<file path="config.mk">
export PLATFORM = sky130hd
export DESIGN_NAME = adq_sequencer
export DESIGN_NICKNAME = d
export VERILOG_FILES = /design/src/shared/adq_pkg.sv /design/src/shared/adq_conv_if.sv /design/src/logic/adq_sequencer.sv /design/src/logic/adq_conv_core.sv
export SDC_FILE = /design/constraint.sdc
export NUM_CORES = 1
export LEC_CHECK = 0
export BUFFER_PORTS_ARGS = -buffer_cell sky130_fd_sc_hd__buf_2
export CORE_MARGIN = 1.5
export CORE_UTILIZATION = 59
export DETAILED_ROUTE_END_ITERATION = 10
export PLACE_DENSITY = 0.77
export SLEW_MARGIN = 20
export SYNTH_ARGS = -nofsm -noshare
export SYNTH_HDL_FRONTEND = slang
export SYNTH_HIERARCHICAL = 1
export SYNTH_SLANG_ARGS = --single-unit
</file>
<file path="constraint.sdc">
create_clock -name aclk -period 3.9 [get_ports aclk]
set_clock_uncertainty 0.2 [all_clocks]
set_input_delay 0.39 -clock aclk [delete_from_list [all_inputs] [get_ports aclk]]
set_output_delay 0.39 -clock aclk [all_outputs]
set_load 0.1 [all_outputs]
</file>
<file path="src/shared/adq_pkg.sv">
// Constants, field layout and timing for the converter sequencer.
// Assumes one 10 MHz clock; one base time unit equals one clock cycle.
package adq_pkg;
	localparam int ADQ_CH_W = 4;
	localparam int ADQ_RES_W = 10;
	localparam int ADQ_CNT_W = 12;
	localparam int ADQ_CAL_W = 24;
	localparam int ADQ_CLK_NS = 100;
	localparam int ADQ_CAL_NS = 1250000;
	// Least time, rounded up
	localparam int ADQ_CAL_CYC = (ADQ_CAL_NS + ADQ_CLK_NS - 1) / ADQ_CLK_NS;
	localparam logic [11:0] ADQ_TCC_00 = 12'h018;
	localparam logic [11:0] ADQ_TCC_10 = 12'h060;
	localparam logic [11:0] ADQ_TCC_11 = 12'h030;
	localparam logic [11:0] ADQ_SAMP_TSC = 12'h002;
	localparam logic [11:0] ADQ_CONV_TCC = 12'h00E;
	localparam logic [11:0] ADQ_XFER_TCL = 12'h004;
	localparam logic [11:0] ADQ_CALC_TCC = 12'h004;
	localparam logic [7:0] ADQ_OFF_CTRL = 8'h00;
	localparam logic [7:0] ADQ_OFF_RES = 8'h04;
	localparam logic [7:0] ADQ_OFF_INJ = 8'h08;
	localparam logic [7:0] ADQ_OFF_STAT = 8'h0C;
	localparam logic [7:0] ADQ_OFF_ISTAT = 8'h10;
	localparam logic [7:0] ADQ_OFF_IMASK = 8'h14;
	localparam logic [7:0] ADQ_OFF_DIG = 8'h18;
	localparam int ADQ_F_MODE = 0;
	localparam int ADQ_F_START = 2;
	localparam int ADQ_F_STOP = 3;
	localparam int ADQ_F_CHAN = 4;
	localparam int ADQ_F_PROT = 8;
	localparam int ADQ_F_WREN = 9;
	localparam int ADQ_F_CTC = 10;
	localparam int ADQ_F_STC = 12;
	localparam int ADQ_F_INJ = 14;
	localparam int ADQ_F_ICH = 16;
	localparam int ADQ_F_RCH = 12;
	localparam int ADQ_I_DONE = 0;
	localparam int ADQ_I_OVR = 1;
	localparam int ADQ_I_INJ = 2;
	localparam logic [31:0] ADQ_CTRL_RST = 32'h0000_0000;
	localparam logic [1:0] ADQ_OKAY = 2'h0;
	localparam logic [1:0] ADQ_SLVERR = 2'h2;

	typedef enum logic [1:0] {ADQ_M_SGL, ADQ_M_CONT, ADQ_M_SCAN, ADQ_M_SCANC} adq_mode_t;

	// Reserved code 01 falls back to the fastest clock
	function automatic logic [11:0] adq_tcc(input logic [1:0] sel);
		case (sel)
			2'h2: adq_tcc = ADQ_TCC_10;
			2'h3: adq_tcc = ADQ_TCC_11;
			default: adq_tcc = ADQ_TCC_00;
		endcase
	endfunction: adq_tcc
endpackage: adq_pkg

</file>
<file path="src/shared/adq_conv_if.sv">
// Link between the sequencer and the conversion timing core.
// Assumes both ends share aclk.
`timescale 1ns/1ps
interface adq_conv_if;
	import adq_pkg::*;
	logic start;
	logic [ADQ_CH_W-1:0] chan;
	logic [1:0] ctc;
	logic [1:0] stc;
	logic ready;
	logic done;
	logic [ADQ_RES_W-1:0] result;
	logic [ADQ_CH_W-1:0] res_ch;
	modport ctrl(output start, chan, ctc, stc, input ready, done, result, res_ch);
	modport core(input start, chan, ctc, stc, output ready, done, result, res_ch);
endinterface: adq_conv_if

</file>
<file path="src/logic/adq_sequencer.sv">
// Converter sequencer top: AXI4-Lite registers, modes, hold, injection, calibration.
// Assumes a 10 MHz aclk and an analog core behind adq_conv_core.
// Summary of operation
// - Sixteen channels, ten-bit result, one sampler
// - Overrun signalling: interrupt when result still unread
// - Overrun protection: next conversion waits for read
// - Single channel single: convert once, then stop
// - Single channel continuous: repeat, store every value
// - Scan single: each set channel once, store each
// - Scan continuous: cycle the set forever
// - Every result raises interrupt or transfer request
// - Wait-for-read, continuous modes only: park value, pause until read
// - Injected conversion goes to injected result register
// - After injection, continuous mode resumes unchanged
// - Conversion lasts 14 conv_clock_period, 2 sample_clock_period, 4 units
// - Reset calibration 1.25 ms, busy flag set
// - Conversions during calibration extend its length
// - Calibration of 4 conv_clock_period after every conversion
// - Clock codes 00/10/11 give 24/96/48 units
// - Sample clock is 1, 2, 4, 8 conv_clock_period
// - Unused channel pins readable as digital inputs
//
// Implementation choices: the register addresses and the AXI4-Lite interface to the registers.
`timescale 1ns/1ps
module adq_sequencer
	import adq_pkg::*;
#(
	parameter int CAL_CYCLES = ADQ_CAL_CYC
)
(
	input wire logic aclk,
	input wire logic aresetn,
	input wire logic [7:0] s_axi_awaddr,
	input wire logic s_axi_awvalid,
	output logic s_axi_awready,
	input wire logic [31:0] s_axi_wdata,
	input wire logic [3:0] s_axi_wstrb,
	input wire logic s_axi_wvalid,
	output logic s_axi_wready,
	output logic [1:0] s_axi_bresp,
	output logic s_axi_bvalid,
	input wire logic s_axi_bready,
	input wire logic [7:0] s_axi_araddr,
	input wire logic s_axi_arvalid,
	output logic s_axi_arready,
	output logic [31:0] s_axi_rdata,
	output logic [1:0] s_axi_rresp,
	output logic s_axi_rvalid,
	input wire logic s_axi_rready,
	output logic [ADQ_CH_W-1:0] ana_sel,
	output logic ana_sample,
	input wire logic [ADQ_RES_W-1:0] ana_data,
	input wire logic [15:0] dig_pin,
	output logic etc_req,
	output logic [ADQ_RES_W-1:0] etc_data,
	input wire logic etc_ack,
	output logic irq
);
	typedef struct packed {
		logic [31:0] ctrl;
		logic aw_ok;
		logic [7:0] aw_addr;
		logic w_ok;
		logic [31:0] w_data;
		logic [3:0] w_strb;
		logic bvalid;
		logic [1:0] bresp;
		logic rvalid;
		logic [31:0] rdata;
		logic [1:0] rresp;
		logic [ADQ_RES_W-1:0] res;
		logic [ADQ_CH_W-1:0] res_ch;
		logic unread;
		logic [ADQ_RES_W-1:0] hbuf;
		logic [ADQ_CH_W-1:0] hbuf_ch;
		logic held;
		logic [ADQ_RES_W-1:0] inj_res;
		logic [ADQ_CH_W-1:0] inj_ch;
		logic inj_pend;
		logic inj_run;
		logic run;
		logic [ADQ_CH_W-1:0] cur_ch;
		logic [ADQ_CAL_W-1:0] cal_cnt;
		logic cal_act;
		logic [2:0] istat;
		logic [2:0] imask;
		logic req;
	} adq_seq_t;

	adq_seq_t r_reg, r_next;
	adq_conv_if cif();
	adq_mode_t mode;
	logic cont, prot, wren, busy, start_conv, do_wr, rd_res, consume;
	logic [ADQ_CH_W-1:0] cfg_ch;
	logic [2:0] iset, iclr;
	logic [15:0] used;

	function automatic logic [31:0] adq_merge(input logic [31:0] old, input logic [31:0] nw,
		input logic [3:0] strb);
		for (int i = 0; i < 4; i++)
			adq_merge[i*8 +: 8] = strb[i] ? nw[i*8 +: 8] : old[i*8 +: 8];
	endfunction: adq_merge

	function automatic logic [15:0] adq_used(input adq_mode_t m, input logic [3:0] ch);
		for (int i = 0; i < 16; i++)
			adq_used[i] = (m == ADQ_M_SGL || m == ADQ_M_CONT) ? (i == int'(ch)) : (i <= int'(ch));
	endfunction: adq_used

	adq_conv_core u_core (
		.aclk(aclk),
		.aresetn(aresetn),
		.cif(cif.core),
		.ana_sel(ana_sel),
		.ana_sample(ana_sample),
		.ana_data(ana_data)
	);

	assign mode = adq_mode_t'(r_reg.ctrl[ADQ_F_MODE +: 2]);
	assign cont = mode == ADQ_M_CONT || mode == ADQ_M_SCANC;
	assign prot = r_reg.ctrl[ADQ_F_PROT];
	assign wren = r_reg.ctrl[ADQ_F_WREN];
	assign cfg_ch = r_reg.ctrl[ADQ_F_CHAN +: ADQ_CH_W];
	assign busy = r_reg.cal_act | ~cif.ready;
	assign used = adq_used(mode, cfg_ch);
	// Held value or unread result under protection blocks the sequence
	assign start_conv = cif.ready && !r_reg.held
		&& (r_reg.inj_pend || (r_reg.run && !(prot && r_reg.unread)));
	assign cif.start = start_conv;
	assign cif.chan = r_reg.inj_pend ? r_reg.inj_ch : r_reg.cur_ch;
	assign cif.ctc = r_reg.ctrl[ADQ_F_CTC +: 2];
	assign cif.stc = r_reg.ctrl[ADQ_F_STC +: 2];
	assign do_wr = r_reg.aw_ok && r_reg.w_ok;
	assign rd_res = s_axi_arvalid && s_axi_arready && s_axi_araddr == ADQ_OFF_RES;
	assign consume = rd_res || etc_ack;

	always_comb
	begin
		r_next = r_reg;
		r_next.req = 1'b0;
		iset = 3'h0;
		iclr = 3'h0;
		if (s_axi_awvalid && s_axi_awready)
		begin
			r_next.aw_ok = 1'b1;
			r_next.aw_addr = s_axi_awaddr;
		end
		if (s_axi_wvalid && s_axi_wready)
		begin
			r_next.w_ok = 1'b1;
			r_next.w_data = s_axi_wdata;
			r_next.w_strb = s_axi_wstrb;
		end
		if (r_reg.bvalid && s_axi_bready)
			r_next.bvalid = 1'b0;
		if (r_reg.rvalid && s_axi_rready)
			r_next.rvalid = 1'b0;
		if (s_axi_arvalid && s_axi_arready)
		begin
			r_next.rvalid = 1'b1;
			r_next.rresp = ADQ_OKAY;
			case (s_axi_araddr)
				ADQ_OFF_CTRL: r_next.rdata = r_reg.ctrl;
				ADQ_OFF_RES: r_next.rdata = {16'h0000, r_reg.res_ch, 2'h0, r_reg.res};
				ADQ_OFF_INJ: r_next.rdata = {16'h0000, r_reg.inj_ch, 2'h0, r_reg.inj_res};
				ADQ_OFF_STAT: r_next.rdata = {27'h0, r_reg.inj_pend, r_reg.held,
					r_reg.unread, r_reg.cal_act, busy};
				ADQ_OFF_ISTAT: r_next.rdata = {29'h0, r_reg.istat};
				ADQ_OFF_IMASK: r_next.rdata = {29'h0, r_reg.imask};
				ADQ_OFF_DIG: r_next.rdata = {16'h0000, dig_pin & ~used};
				default:
				begin
					r_next.rdata = 32'h0000_0000;
					r_next.rresp = ADQ_SLVERR;
				end
			endcase
		end

		// Release parked value first so a read never loses it
		if (consume)
		begin
			if (r_reg.held)
			begin
				r_next.res = r_reg.hbuf;
				r_next.res_ch = r_reg.hbuf_ch;
				r_next.held = 1'b0;
				r_next.req = 1'b1;
				iset[ADQ_I_DONE] = 1'b1;
			end
			else
				r_next.unread = 1'b0;
		end

		if (cif.done)
		begin
			if (r_reg.inj_run)
			begin
				r_next.inj_res = cif.result;
				r_next.inj_run = 1'b0;
				iset[ADQ_I_INJ] = 1'b1;
			end
			else
			begin
				if (r_next.unread && wren && cont)
				begin
					r_next.hbuf = cif.result;
					r_next.hbuf_ch = cif.res_ch;
					r_next.held = 1'b1;
				end
				else
				begin
					if (r_next.unread && !prot)
						iset[ADQ_I_OVR] = 1'b1;
					r_next.res = cif.result;
					r_next.res_ch = cif.res_ch;
					r_next.unread = 1'b1;
					r_next.req = 1'b1;
					iset[ADQ_I_DONE] = 1'b1;
				end
				case (mode)
					ADQ_M_SGL: r_next.run = 1'b0;
					ADQ_M_CONT: r_next.run = r_reg.run;
					ADQ_M_SCAN, ADQ_M_SCANC:
						if (r_reg.cur_ch == '0)
						begin
							r_next.cur_ch = cfg_ch;
							r_next.run = mode == ADQ_M_SCANC;
						end
						else
							r_next.cur_ch = r_reg.cur_ch - 1'b1;
					default: r_next.run = 1'b0;
				endcase
			end
		end

		// Injection borrows one slot and leaves the mode untouched
		if (start_conv && r_reg.inj_pend)
		begin
			r_next.inj_pend = 1'b0;
			r_next.inj_run = 1'b1;
		end

		if (r_reg.cal_act && cif.ready)
		begin
			if (r_reg.cal_cnt == '0)
				r_next.cal_act = 1'b0;
			else
				r_next.cal_cnt = r_reg.cal_cnt - 1'b1;
		end

		if (do_wr)
		begin
			r_next.aw_ok = 1'b0;
			r_next.w_ok = 1'b0;
			r_next.bvalid = 1'b1;
			r_next.bresp = ADQ_OKAY;
			case (r_reg.aw_addr)
				ADQ_OFF_CTRL:
				begin
					r_next.ctrl = adq_merge(r_reg.ctrl, r_reg.w_data, r_reg.w_strb);
					// Command bits act once and read back as zero
					r_next.ctrl[ADQ_F_START] = 1'b0;
					r_next.ctrl[ADQ_F_STOP] = 1'b0;
					r_next.ctrl[ADQ_F_INJ] = 1'b0;
					if (r_reg.w_strb[0] && r_reg.w_data[ADQ_F_STOP])
					begin
						r_next.run = 1'b0;
						r_next.inj_pend = 1'b0;
					end
					else if (r_reg.w_strb[0] && r_reg.w_data[ADQ_F_START])
					begin
						r_next.run = 1'b1;
						r_next.cur_ch = r_next.ctrl[ADQ_F_CHAN +: ADQ_CH_W];
					end
					if (r_reg.w_strb[1] && r_reg.w_data[ADQ_F_INJ] && r_reg.run && cont)
					begin
						r_next.inj_pend = 1'b1;
						r_next.inj_ch = r_next.ctrl[ADQ_F_ICH +: ADQ_CH_W];
					end
				end
				ADQ_OFF_ISTAT:
					if (r_reg.w_strb[0])
						iclr = r_reg.w_data[2:0];
				ADQ_OFF_IMASK:
					if (r_reg.w_strb[0])
						r_next.imask = r_reg.w_data[2:0];
				ADQ_OFF_RES, ADQ_OFF_INJ, ADQ_OFF_STAT, ADQ_OFF_DIG: ;
				default: r_next.bresp = ADQ_SLVERR;
			endcase
		end
		// Set beats clear in the same cycle
		r_next.istat = (r_reg.istat & ~iclr) | iset;
	end

	always_ff @(posedge aclk)
	begin
		if (!aresetn)
		begin
			r_reg <= '0;
			r_reg.ctrl <= ADQ_CTRL_RST;
			r_reg.cal_act <= 1'b1;
			r_reg.cal_cnt <= ADQ_CAL_W'(CAL_CYCLES - 1);
		end
		else
			r_reg <= r_next;
	end

	assign s_axi_awready = !r_reg.aw_ok && !r_reg.bvalid;
	assign s_axi_wready = !r_reg.w_ok && !r_reg.bvalid;
	assign s_axi_bvalid = r_reg.bvalid;
	assign s_axi_bresp = r_reg.bresp;
	assign s_axi_arready = !r_reg.rvalid;
	assign s_axi_rvalid = r_reg.rvalid;
	assign s_axi_rdata = r_reg.rdata;
	assign s_axi_rresp = r_reg.rresp;
	assign etc_req = r_reg.req;
	assign etc_data = r_reg.res;
	assign irq = |(r_reg.istat & r_reg.imask);
endmodule: adq_sequencer

</file>
<file path="src/logic/adq_conv_core.sv">
// Timing core for one conversion: sample, convert, transfer, calibrate.
// Assumes the analog core presents a settled result while converting.
`timescale 1ns/1ps
module adq_conv_core
	import adq_pkg::*;
(
	input wire logic aclk,
	input wire logic aresetn,
	adq_conv_if.core cif,
	output logic [ADQ_CH_W-1:0] ana_sel,
	output logic ana_sample,
	input wire logic [ADQ_RES_W-1:0] ana_data
);
	typedef enum logic [2:0] {ADQ_S_IDLE, ADQ_S_SAMP, ADQ_S_CONV, ADQ_S_XFER, ADQ_S_CAL} adq_cst_t;
	typedef struct packed {
		adq_cst_t st;
		logic [11:0] cnt;
		logic [ADQ_CH_W-1:0] ch;
		logic [1:0] ctc;
		logic [1:0] stc;
		logic [ADQ_RES_W-1:0] res;
		logic [11:0] len;
	} adq_core_t;
	adq_core_t r_reg, r_next;
	logic [11:0] conv_clock_period, sample_clock_period, tsc_in, exp_len;

	assign conv_clock_period = adq_tcc(r_reg.ctc);
	assign sample_clock_period = conv_clock_period << r_reg.stc;
	assign tsc_in = adq_tcc(cif.ctc) << cif.stc;
	assign exp_len = ADQ_SAMP_TSC * sample_clock_period + ADQ_CONV_TCC * conv_clock_period + ADQ_XFER_TCL;

	always_comb
	begin
		r_next = r_reg;
		r_next.len = r_reg.len + 12'h001;
		case (r_reg.st)
			ADQ_S_IDLE:
				if (cif.start)
				begin
					r_next.st = ADQ_S_SAMP;
					r_next.cnt = ADQ_SAMP_TSC * tsc_in - 12'h001;
					r_next.ch = cif.chan;
					r_next.ctc = cif.ctc;
					r_next.stc = cif.stc;
					r_next.len = 12'h001;
				end
			ADQ_S_SAMP:
				if (r_reg.cnt == 12'h000)
				begin
					r_next.st = ADQ_S_CONV;
					r_next.cnt = ADQ_CONV_TCC * conv_clock_period - 12'h001;
				end
				else
					r_next.cnt = r_reg.cnt - 12'h001;
			ADQ_S_CONV:
				if (r_reg.cnt == 12'h000)
				begin
					r_next.st = ADQ_S_XFER;
					r_next.cnt = ADQ_XFER_TCL - 12'h001;
					r_next.res = ana_data;
				end
				else
					r_next.cnt = r_reg.cnt - 12'h001;
			ADQ_S_XFER:
				if (r_reg.cnt == 12'h000)
				begin
					r_next.st = ADQ_S_CAL;
					r_next.cnt = ADQ_CALC_TCC * conv_clock_period - 12'h001;
				end
				else
					r_next.cnt = r_reg.cnt - 12'h001;
			ADQ_S_CAL:
				if (r_reg.cnt == 12'h000)
					r_next.st = ADQ_S_IDLE;
				else
					r_next.cnt = r_reg.cnt - 12'h001;
			default: r_next.st = ADQ_S_IDLE;
		endcase
	end

	always_ff @(posedge aclk)
	begin
		if (!aresetn)
			r_reg <= '{st: ADQ_S_IDLE, default: '0};
		else
			r_reg <= r_next;
	end

	assign cif.ready = r_reg.st == ADQ_S_IDLE;
	assign cif.done = r_reg.st == ADQ_S_XFER && r_reg.cnt == 12'h000;
	assign cif.result = r_reg.res;
	assign cif.res_ch = r_reg.ch;
	assign ana_sel = r_reg.ch;
	assign ana_sample = r_reg.st == ADQ_S_SAMP;
endmodule: adq_conv_core

</file>
==> results of run 1 <==
==> path summary, 6_finish.rpt <==
check	to	slack, ns	cells after the start
worst max-delay path	u_core/r_reg[35]	0.68	9
worst min-delay path	r_reg[53]	0.09	4
worst max register to register	u_core/r_reg[35]	0.68	9
worst min register to register	r_reg[60]	0.25	2
==> power by group through the flow <==
stage               clock (mW)  combinational (mW)  sequential, mW
finish                    2.47                1.47            2.58
global route              2.59                1.61            2.60
CTS                       2.49                1.44            2.58
detailed placement           0                1.39            2.62
global placement             0                1.38            2.62
floorplan                    0                1.19            2.55
==> per-stage QoR <==
| step | cell area (sq um) | worst slack (ns) | instances |
|---|---|---|---|
| after floorplan | 11400 | 0.520 | 1414 |
| after global placement | 11700 | 0.891 | 1666 |
| after detailed placement | 11700 | 0.809 | 1666 |
| after CTS | 13200 | 0.771 | 1771 |
| after global routing | 13200 | 0.488 | 1771 |
| final | 13200 | 0.682 | 1772 |
==> per-layer routing <==
metal	part of all wire (%)	vias to the layer above	wire length, microns
met5	0	-	0
met4	2.9	0	901
met3	6.1	65	1880
met2	47	384	14600
met1	44	4907	13400
li1	-	5094	-
==> synthesized netlist by cell type (4+ instances only) <==
cell type / number
nand2_1: 278
dfxtp_1: 225
a21boi_0: 91
clkbuf_1: 78
nand3_1: 68
buf_4: 65
o21ai_0: 65
nor2_1: 47
nor2b_1: 35
a21oi_1: 34
a31oi_1: 33
mux2i_1: 24
nor3_1: 24
a22oi_1: 21
nand2b_1: 20
inv_1: 18
xnor2_1: 17
a21boi_1: 15
o21ai_1: 15
or3_1: 15
and2_1: 14
or4_1: 14
buf_2: 11
nor4_1: 11
and3_1: 10
o211a_1: 10
o211ai_1: 10
buf_1: 9
a22o_1: 8
o22ai_1: 8
o31ai_1: 7
o41ai_1: 7
mux2_2: 6
a211oi_1: 5
ha_1: 5
nor3b_1: 5
or3b_2: 5
a21o_1: 4
a311oi_1: 4
nand4_1: 4
nand4b_1: 4
==> area by class of cell <==
type,instances,share of cell area (%)
clock buffer,36,5.43
inverter,19,0.540
timing repair buffer,216,10.8
multi-input combinational,1005,45.4
sequential,225,34.1
antenna,1,0.0190
clock inverter,10,1.19
tap,260,2.47
==> cell families (layout without fill, tap and decap cells) <==
logic type                 after synthesis  after routing  synth area share (%)
muxes                                   32             32                  3.09
AOI/OAI and AO/OA                      364            364                  21.9
other                                    1              3                0.0328
xor gates and xnor gates                20             20                  1.53
buffers and inverters                  184            281                  8.42
and+or+nand+nor                        582            582                  25.1
adders and majority gates                5              5                 0.547
DFF                                    225            225                  39.4
==> worst reg2reg max path, cell delays in order (launching register included) <==
cell,delay (ns)
dfxtp_1,0.50
or2_2,0.47
nor2_1,0.29
nand2b_1,0.13
nor2_1,0.19
or3_1,0.13
o21ai_0,0.14
nor2_1,0.63
o21ai_0,0.18
a211oi_1,0.27
==> results.md, run 1 <==
- Total CTS buffers: 25
- Max Slew Vio Count: 0
- Power Internal: 4.51 mW
- Clock period minus worst slack: between 3 and 4 ns
- Most common cell after layout, fill and taps aside: nand2_1
- Crit path buf inv count: 0
- Post-Route WL: 30800 microns
- PortBufs: roughly 140
- Switching pwr: 2.02 mW
- Post-Syn Instances: 1413
- CTS tree: built
- Root cell of the clock tree: clkbuf_16
- Final TNS setup: 0 ns
- Core Region: between 0.015 and 0.02 sq mm
- Die width: 142 microns
- Count of state elements after synthesis: between 200 and 250
- Total power: 6.53 mW
- Most Used Layer, Global Route: met2
- H-tree depth: 1
- Pin count of the biggest net entering global routing: 99
- Leak: 4.98 nW
- Met3 usage: 3.67%
- Synthesized cell area: 0.0114 sq mm
- CP startpoint kind: flop
- First-pass detailed-route iteration total: 6
- Most frequent CP cell: nor2_1
- Via-to-Cell Ratio: 5.90
- Setup Crit Path Kind: flop to flop
- Final setup vio count: 0
- Main synth FF type: dfxtp_1
- First-pass GRT wire length: between 40000 and 50000 microns
- Worst-margin pin slew: 1.07 ns
- Reg area: 0.00450 sq mm
- Clk buf depth: 3
- Maximum VDD drop: 0.000345 V
- RD Place Congestion: 0.956
- Clk pin slew, worst setup/hold paths: 0.06 ns
- Sequential area share after synthesis: 39.4%
- Share of the synthesized area in the top cell type: between 30% and 40%
- Max Fanout on Critical Path: 20
- Status: completed
- Reg2Reg Launch Point: u_core/r_reg[43]
- CP delay by family, top: simple AND/OR/NAND/NOR gates
- Critical Path AT: 3.44 ns
- Worst EP required: 4.13 ns
- Min-delay src: etc_ack
- Post-cts resize count: 0
- Slew headroom: 28.9%
- Comb power frac: roughly 23%
- Yosys warning count: 6
- Yosys cell types: 83
- Avg Cell Area, Syn: ~8 sq um
- Most frequent cells in the layout: nand2_1 (278), dfxtp_1 (225), buf_2 (140), a21boi_0 (91), nand3_1 (68)
- Power per Cell Area: 495 mW/mm^2
- Fillers: 1505
- Worst setup startpoint: u_core/r_reg[43]
- Critical path's slowest cell: nor2_1
- Max-Cap Viols: 0
- Synth top area cells: dfxtp_1 (39%), nand2_1 (9.1%), a21boi_0 (6.0%)
- Sw Share: 30.9%
- Vias in the first global route: approximately 9500
- Hold Crit Class: input pin to flop
- EDFF count, synth: 0
- Initial Utilization: 60.7%
- Final Hold Vio Count: 0
- Critical Path End Type: flop
- CP cell instances: or2_2 > nor2_1 > nand2b_1 > nor2_1 > or3_1 > o21ai_0 > nor2_1 > o21ai_0 > a211oi_1
- Clk_lat worst skew: 0.52 ns
- FFs w/ async S/R, synth: 0%
- Postcts setup bufs: 0
- RSZ-0062 raised after global routing: false
- Rows: 50
- Highest clock rate: 0.311 GHz
- GRT overflow: 0
- Most area-hungry cell type in the Yosys netlist: dfxtp_1
- Fin util: 70.1%
- Clk pwr share: 37.9%
- Die height: 142 microns
- Hold WS: 0.0909 ns
- WL/cell: around 17 microns
- # DRC: 0
- Period utilization: 82.5%
- Nets: 1583
- Met1 global-route usage: between 40% and 50%
- I/O pins: 144
- First DRT Iteration DRCs: 852
- Vias: roughly 10000
- Post-DP HPWL: around 21000 microns
- Hold_buf cts: 59
- Met2 usage: 49.7%
- Crit-path max cell delay: 0.63 ns
- Full die area: between 0.02 and 0.025 sq mm
- Clock Sink Count: 225
- Max reg flops: about 140
- Gr usage total: 29.7%
- Post-DRT Antenna Nets: 0
- Multi-input gate area: around 0.006 sq mm
- Syn-to-layout area delta: 15.4%
- Fraction of final layout cells sized beyond drive strength 1: 15.4%
- Initial antenna violation count: 0
- Register share of total power: between 30 and 40%
(Power assumes the default switching activity.)
==> inputs of run 2 (changes only) <==
- clock period: 3.9 -> 3.35 ns (I/O delays scaled with it)
==> run 2 against run 1 <==
  * Critical path depth up 3
  * Clock-buffer cell count did not move
  * Register-to-register slack got worse by 0.45 ns
  * Flip-flop and latch count did not move
  * Power up 13%
  * Worst setup slack got worse by 0.45 ns
  * Wire length increased by 1.9%
  * Cell count increased by 0.23%
  * Utilization is 0.17 points lower
  * Critical path type unchanged
  * Largest power group unchanged
  * Highest routed layer unchanged
==> results.md, run 2 (synthesis gave the netlist of run 1 again) <==
- Post-DRT Antenna Nets: 0
- GRT overflow: 0
- Rows: 50
- Nets: 1589
- Post-cts resize count: 0
- Crit-path max cell delay: 0.51 ns
- CTS tree: built
- Reg2Reg Setup Slack: 0.23 ns
- Initial antenna violation count: 0
- Via-to-Cell Ratio: 5.96
- Hold Crit Class: input pin to flop
- PortBufs: 141
- Register share of total power: 40.5%
- Clk pwr share: 35.6%
- First-pass detailed-route iteration total: 5
- Root cell of the clock tree: clkbuf_16
- Worst-margin pin slew: 0.796 ns
- Vias: 10600
- Slew headroom: a little under half
- Total power: 7.36 mW
- Total CTS buffers: 24
- Fraction of final layout cells sized beyond drive strength 1: 15.4%
- I/O pins: 144
- Max Slew Vio Count: 0
- Max-Cap Viols: 0
- Comb power frac: 23.9%
- Highest clock rate: between 0.3 and 0.4 GHz
- RD Place Congestion: ~0.93
- Vias in the first global route: 9524
- Period utilization: 93.2%
- CP startpoint kind: flop
- First-pass GRT wire length: 49100 microns
- H-tree depth: 1
- Die width: 142 microns
- Clk buf depth: 3
- CP cell instances: inv_1 > ha_1 > or3b_2 > nor4_2 > nand2_1 > nor2_1 > nand2b_1 > nor3_1 > a21oi_1 > buf_4 > o21ai_0 > a31oi_1
- Pin count of the biggest net entering global routing: 76
- Final Hold Vio Count: 0
- Power Internal: 5.05 mW
- Hold WS: ~0.065 ns
- Core Region: 0.0188 sq mm
- Post-DP HPWL: about 21000 microns
- Sw Share: 31.5%
- Setup Crit Path Kind: flop to flop
- Multi-input gate area: 0.00599 sq mm
- Maximum VDD drop: around 0.00056 V
- Clock Sink Count: 225
- Most common cell after layout, fill and taps aside: nand2_1
- Initial Utilization: 60.7%
- Gr usage total: a little under a third
- Critical Path End Type: flop
- Final TNS setup: 0 ns
- Worst EP required: 3.53 ns
- Status: completed
- Leak: between 4 and 5 nW
- Clk pin slew, worst setup/hold paths: 0.06 ns
- Final setup vio count: 0
- Most frequent cells in the layout: nand2_1 (278), dfxtp_1 (225), buf_2 (140), a21boi_0 (91), nand3_1 (68)
- Die height: 142 microns
- Fillers: about 1500
- Max reg flops: around 140
- Critical path's slowest cell: or3b_2
- Full die area: 0.0202 sq mm
- RSZ-0062 raised after global routing: false
- Syn-to-layout area delta: 15.1%
- First DRT Iteration DRCs: 807
- Clock period minus worst slack: ~3.1 ns
- # DRC: 0
- Placed cells: 1672
- WL/cell: 17.7 microns
- Finished Layout Cells: 1776
- Reg area: between 0.004 and 0.005 sq mm
- Switching pwr: 2.32 mW
- Critical Path AT: about 3.3 ns
- Clk_lat worst skew: around 0.52 ns
- Post-Route WL: between 30000 and 40000 microns
- Max Fanout on Critical Path: 29
- Power per Cell Area: 559 mW/mm^2
-- run 2: cell count changes in the layout (fill, tap and decap cells not counted), moves of 2 or more --
cell,before,now
bufinv_16,4,2
buf_4,16,22
clkbuf_8,5,2
clkbuf_1,6,9
clkinv_2,4,2
-- run 2: through the flow --
step | setup WS (ns) | util (%) | area, sq um
global route | 0.00898 | 69.9 | 13200
detailed placement | 0.237 | 62.6 | 11800
floorplan | 0.154 | - | 11400
global placement | 0.314 | 62.6 | 11800
finish | 0.229 | 69.9 | 13200
CTS | 0.169 | 69.8 | 13200
-- run 2: worst paths after layout --
path,end,startpoint,cells after the start
min reg2reg,s_axi_rdata[8],s_axi_rdata[8],2
max reg2reg,r_reg[72],u_core/r_reg[30],12
max,r_reg[72],u_core/r_reg[30],12
min,r_reg[53],etc_ack,4
-- run 2: power groups by stage --
stage               combinational (mW)  sequential [mW]  clock [mW]
floorplan                         1.38             2.97           0
global placement                  1.65             3.02           0
detailed placement                1.66             3.03           0
CTS                               1.72             2.97        2.65
global route                      1.94             3.00        2.76
finish                            1.76             2.98        2.62
-- run 2: per-layer routing --
layer	wire [microns]	GRT usage, %	up-vias
li1	-	-	5089
met1	13600	40.9	5017
met2	14600	48.8	405
met3	2140	4.44	78
met4	1080	11.4	0
met5	0	0	-
-- run 2: critical path, delay by kind of cell (launching register included) --
| kind | cells | cell delay, ns |
|---|---|---|
| AND/OR/NAND/NOR | 6 | 1.61 |
| adder cells (fa/ha/maj) | 1 | 0.16 |
| flip-flops | 1 | 0.34 |
| AO/OA/AOI/OAI | 3 | 0.36 |
| buffers and inverters | 2 | 0.31 |
-- run 2: final cells by class --
cell class                      count  share of cell area [%]
Multi-Input combinational cell   1005                    45.5
Sequential cell                   225                    34.2
Timing Repair Buffer              223                    11.4
Clock buffer                       36                    5.22
Tap cell                          260                    2.47
Clock inverter                      6                   0.646
Inverter                           19                   0.542
Antenna cell                        2                  0.0380
-- run 2: what timing repair did --
action,4_1_cts,5_1_grt
endpoints found under the setup margin,0,1
buffers inserted,0,1
hold buffers,59,0
endpoints found under the hold margin,58,0
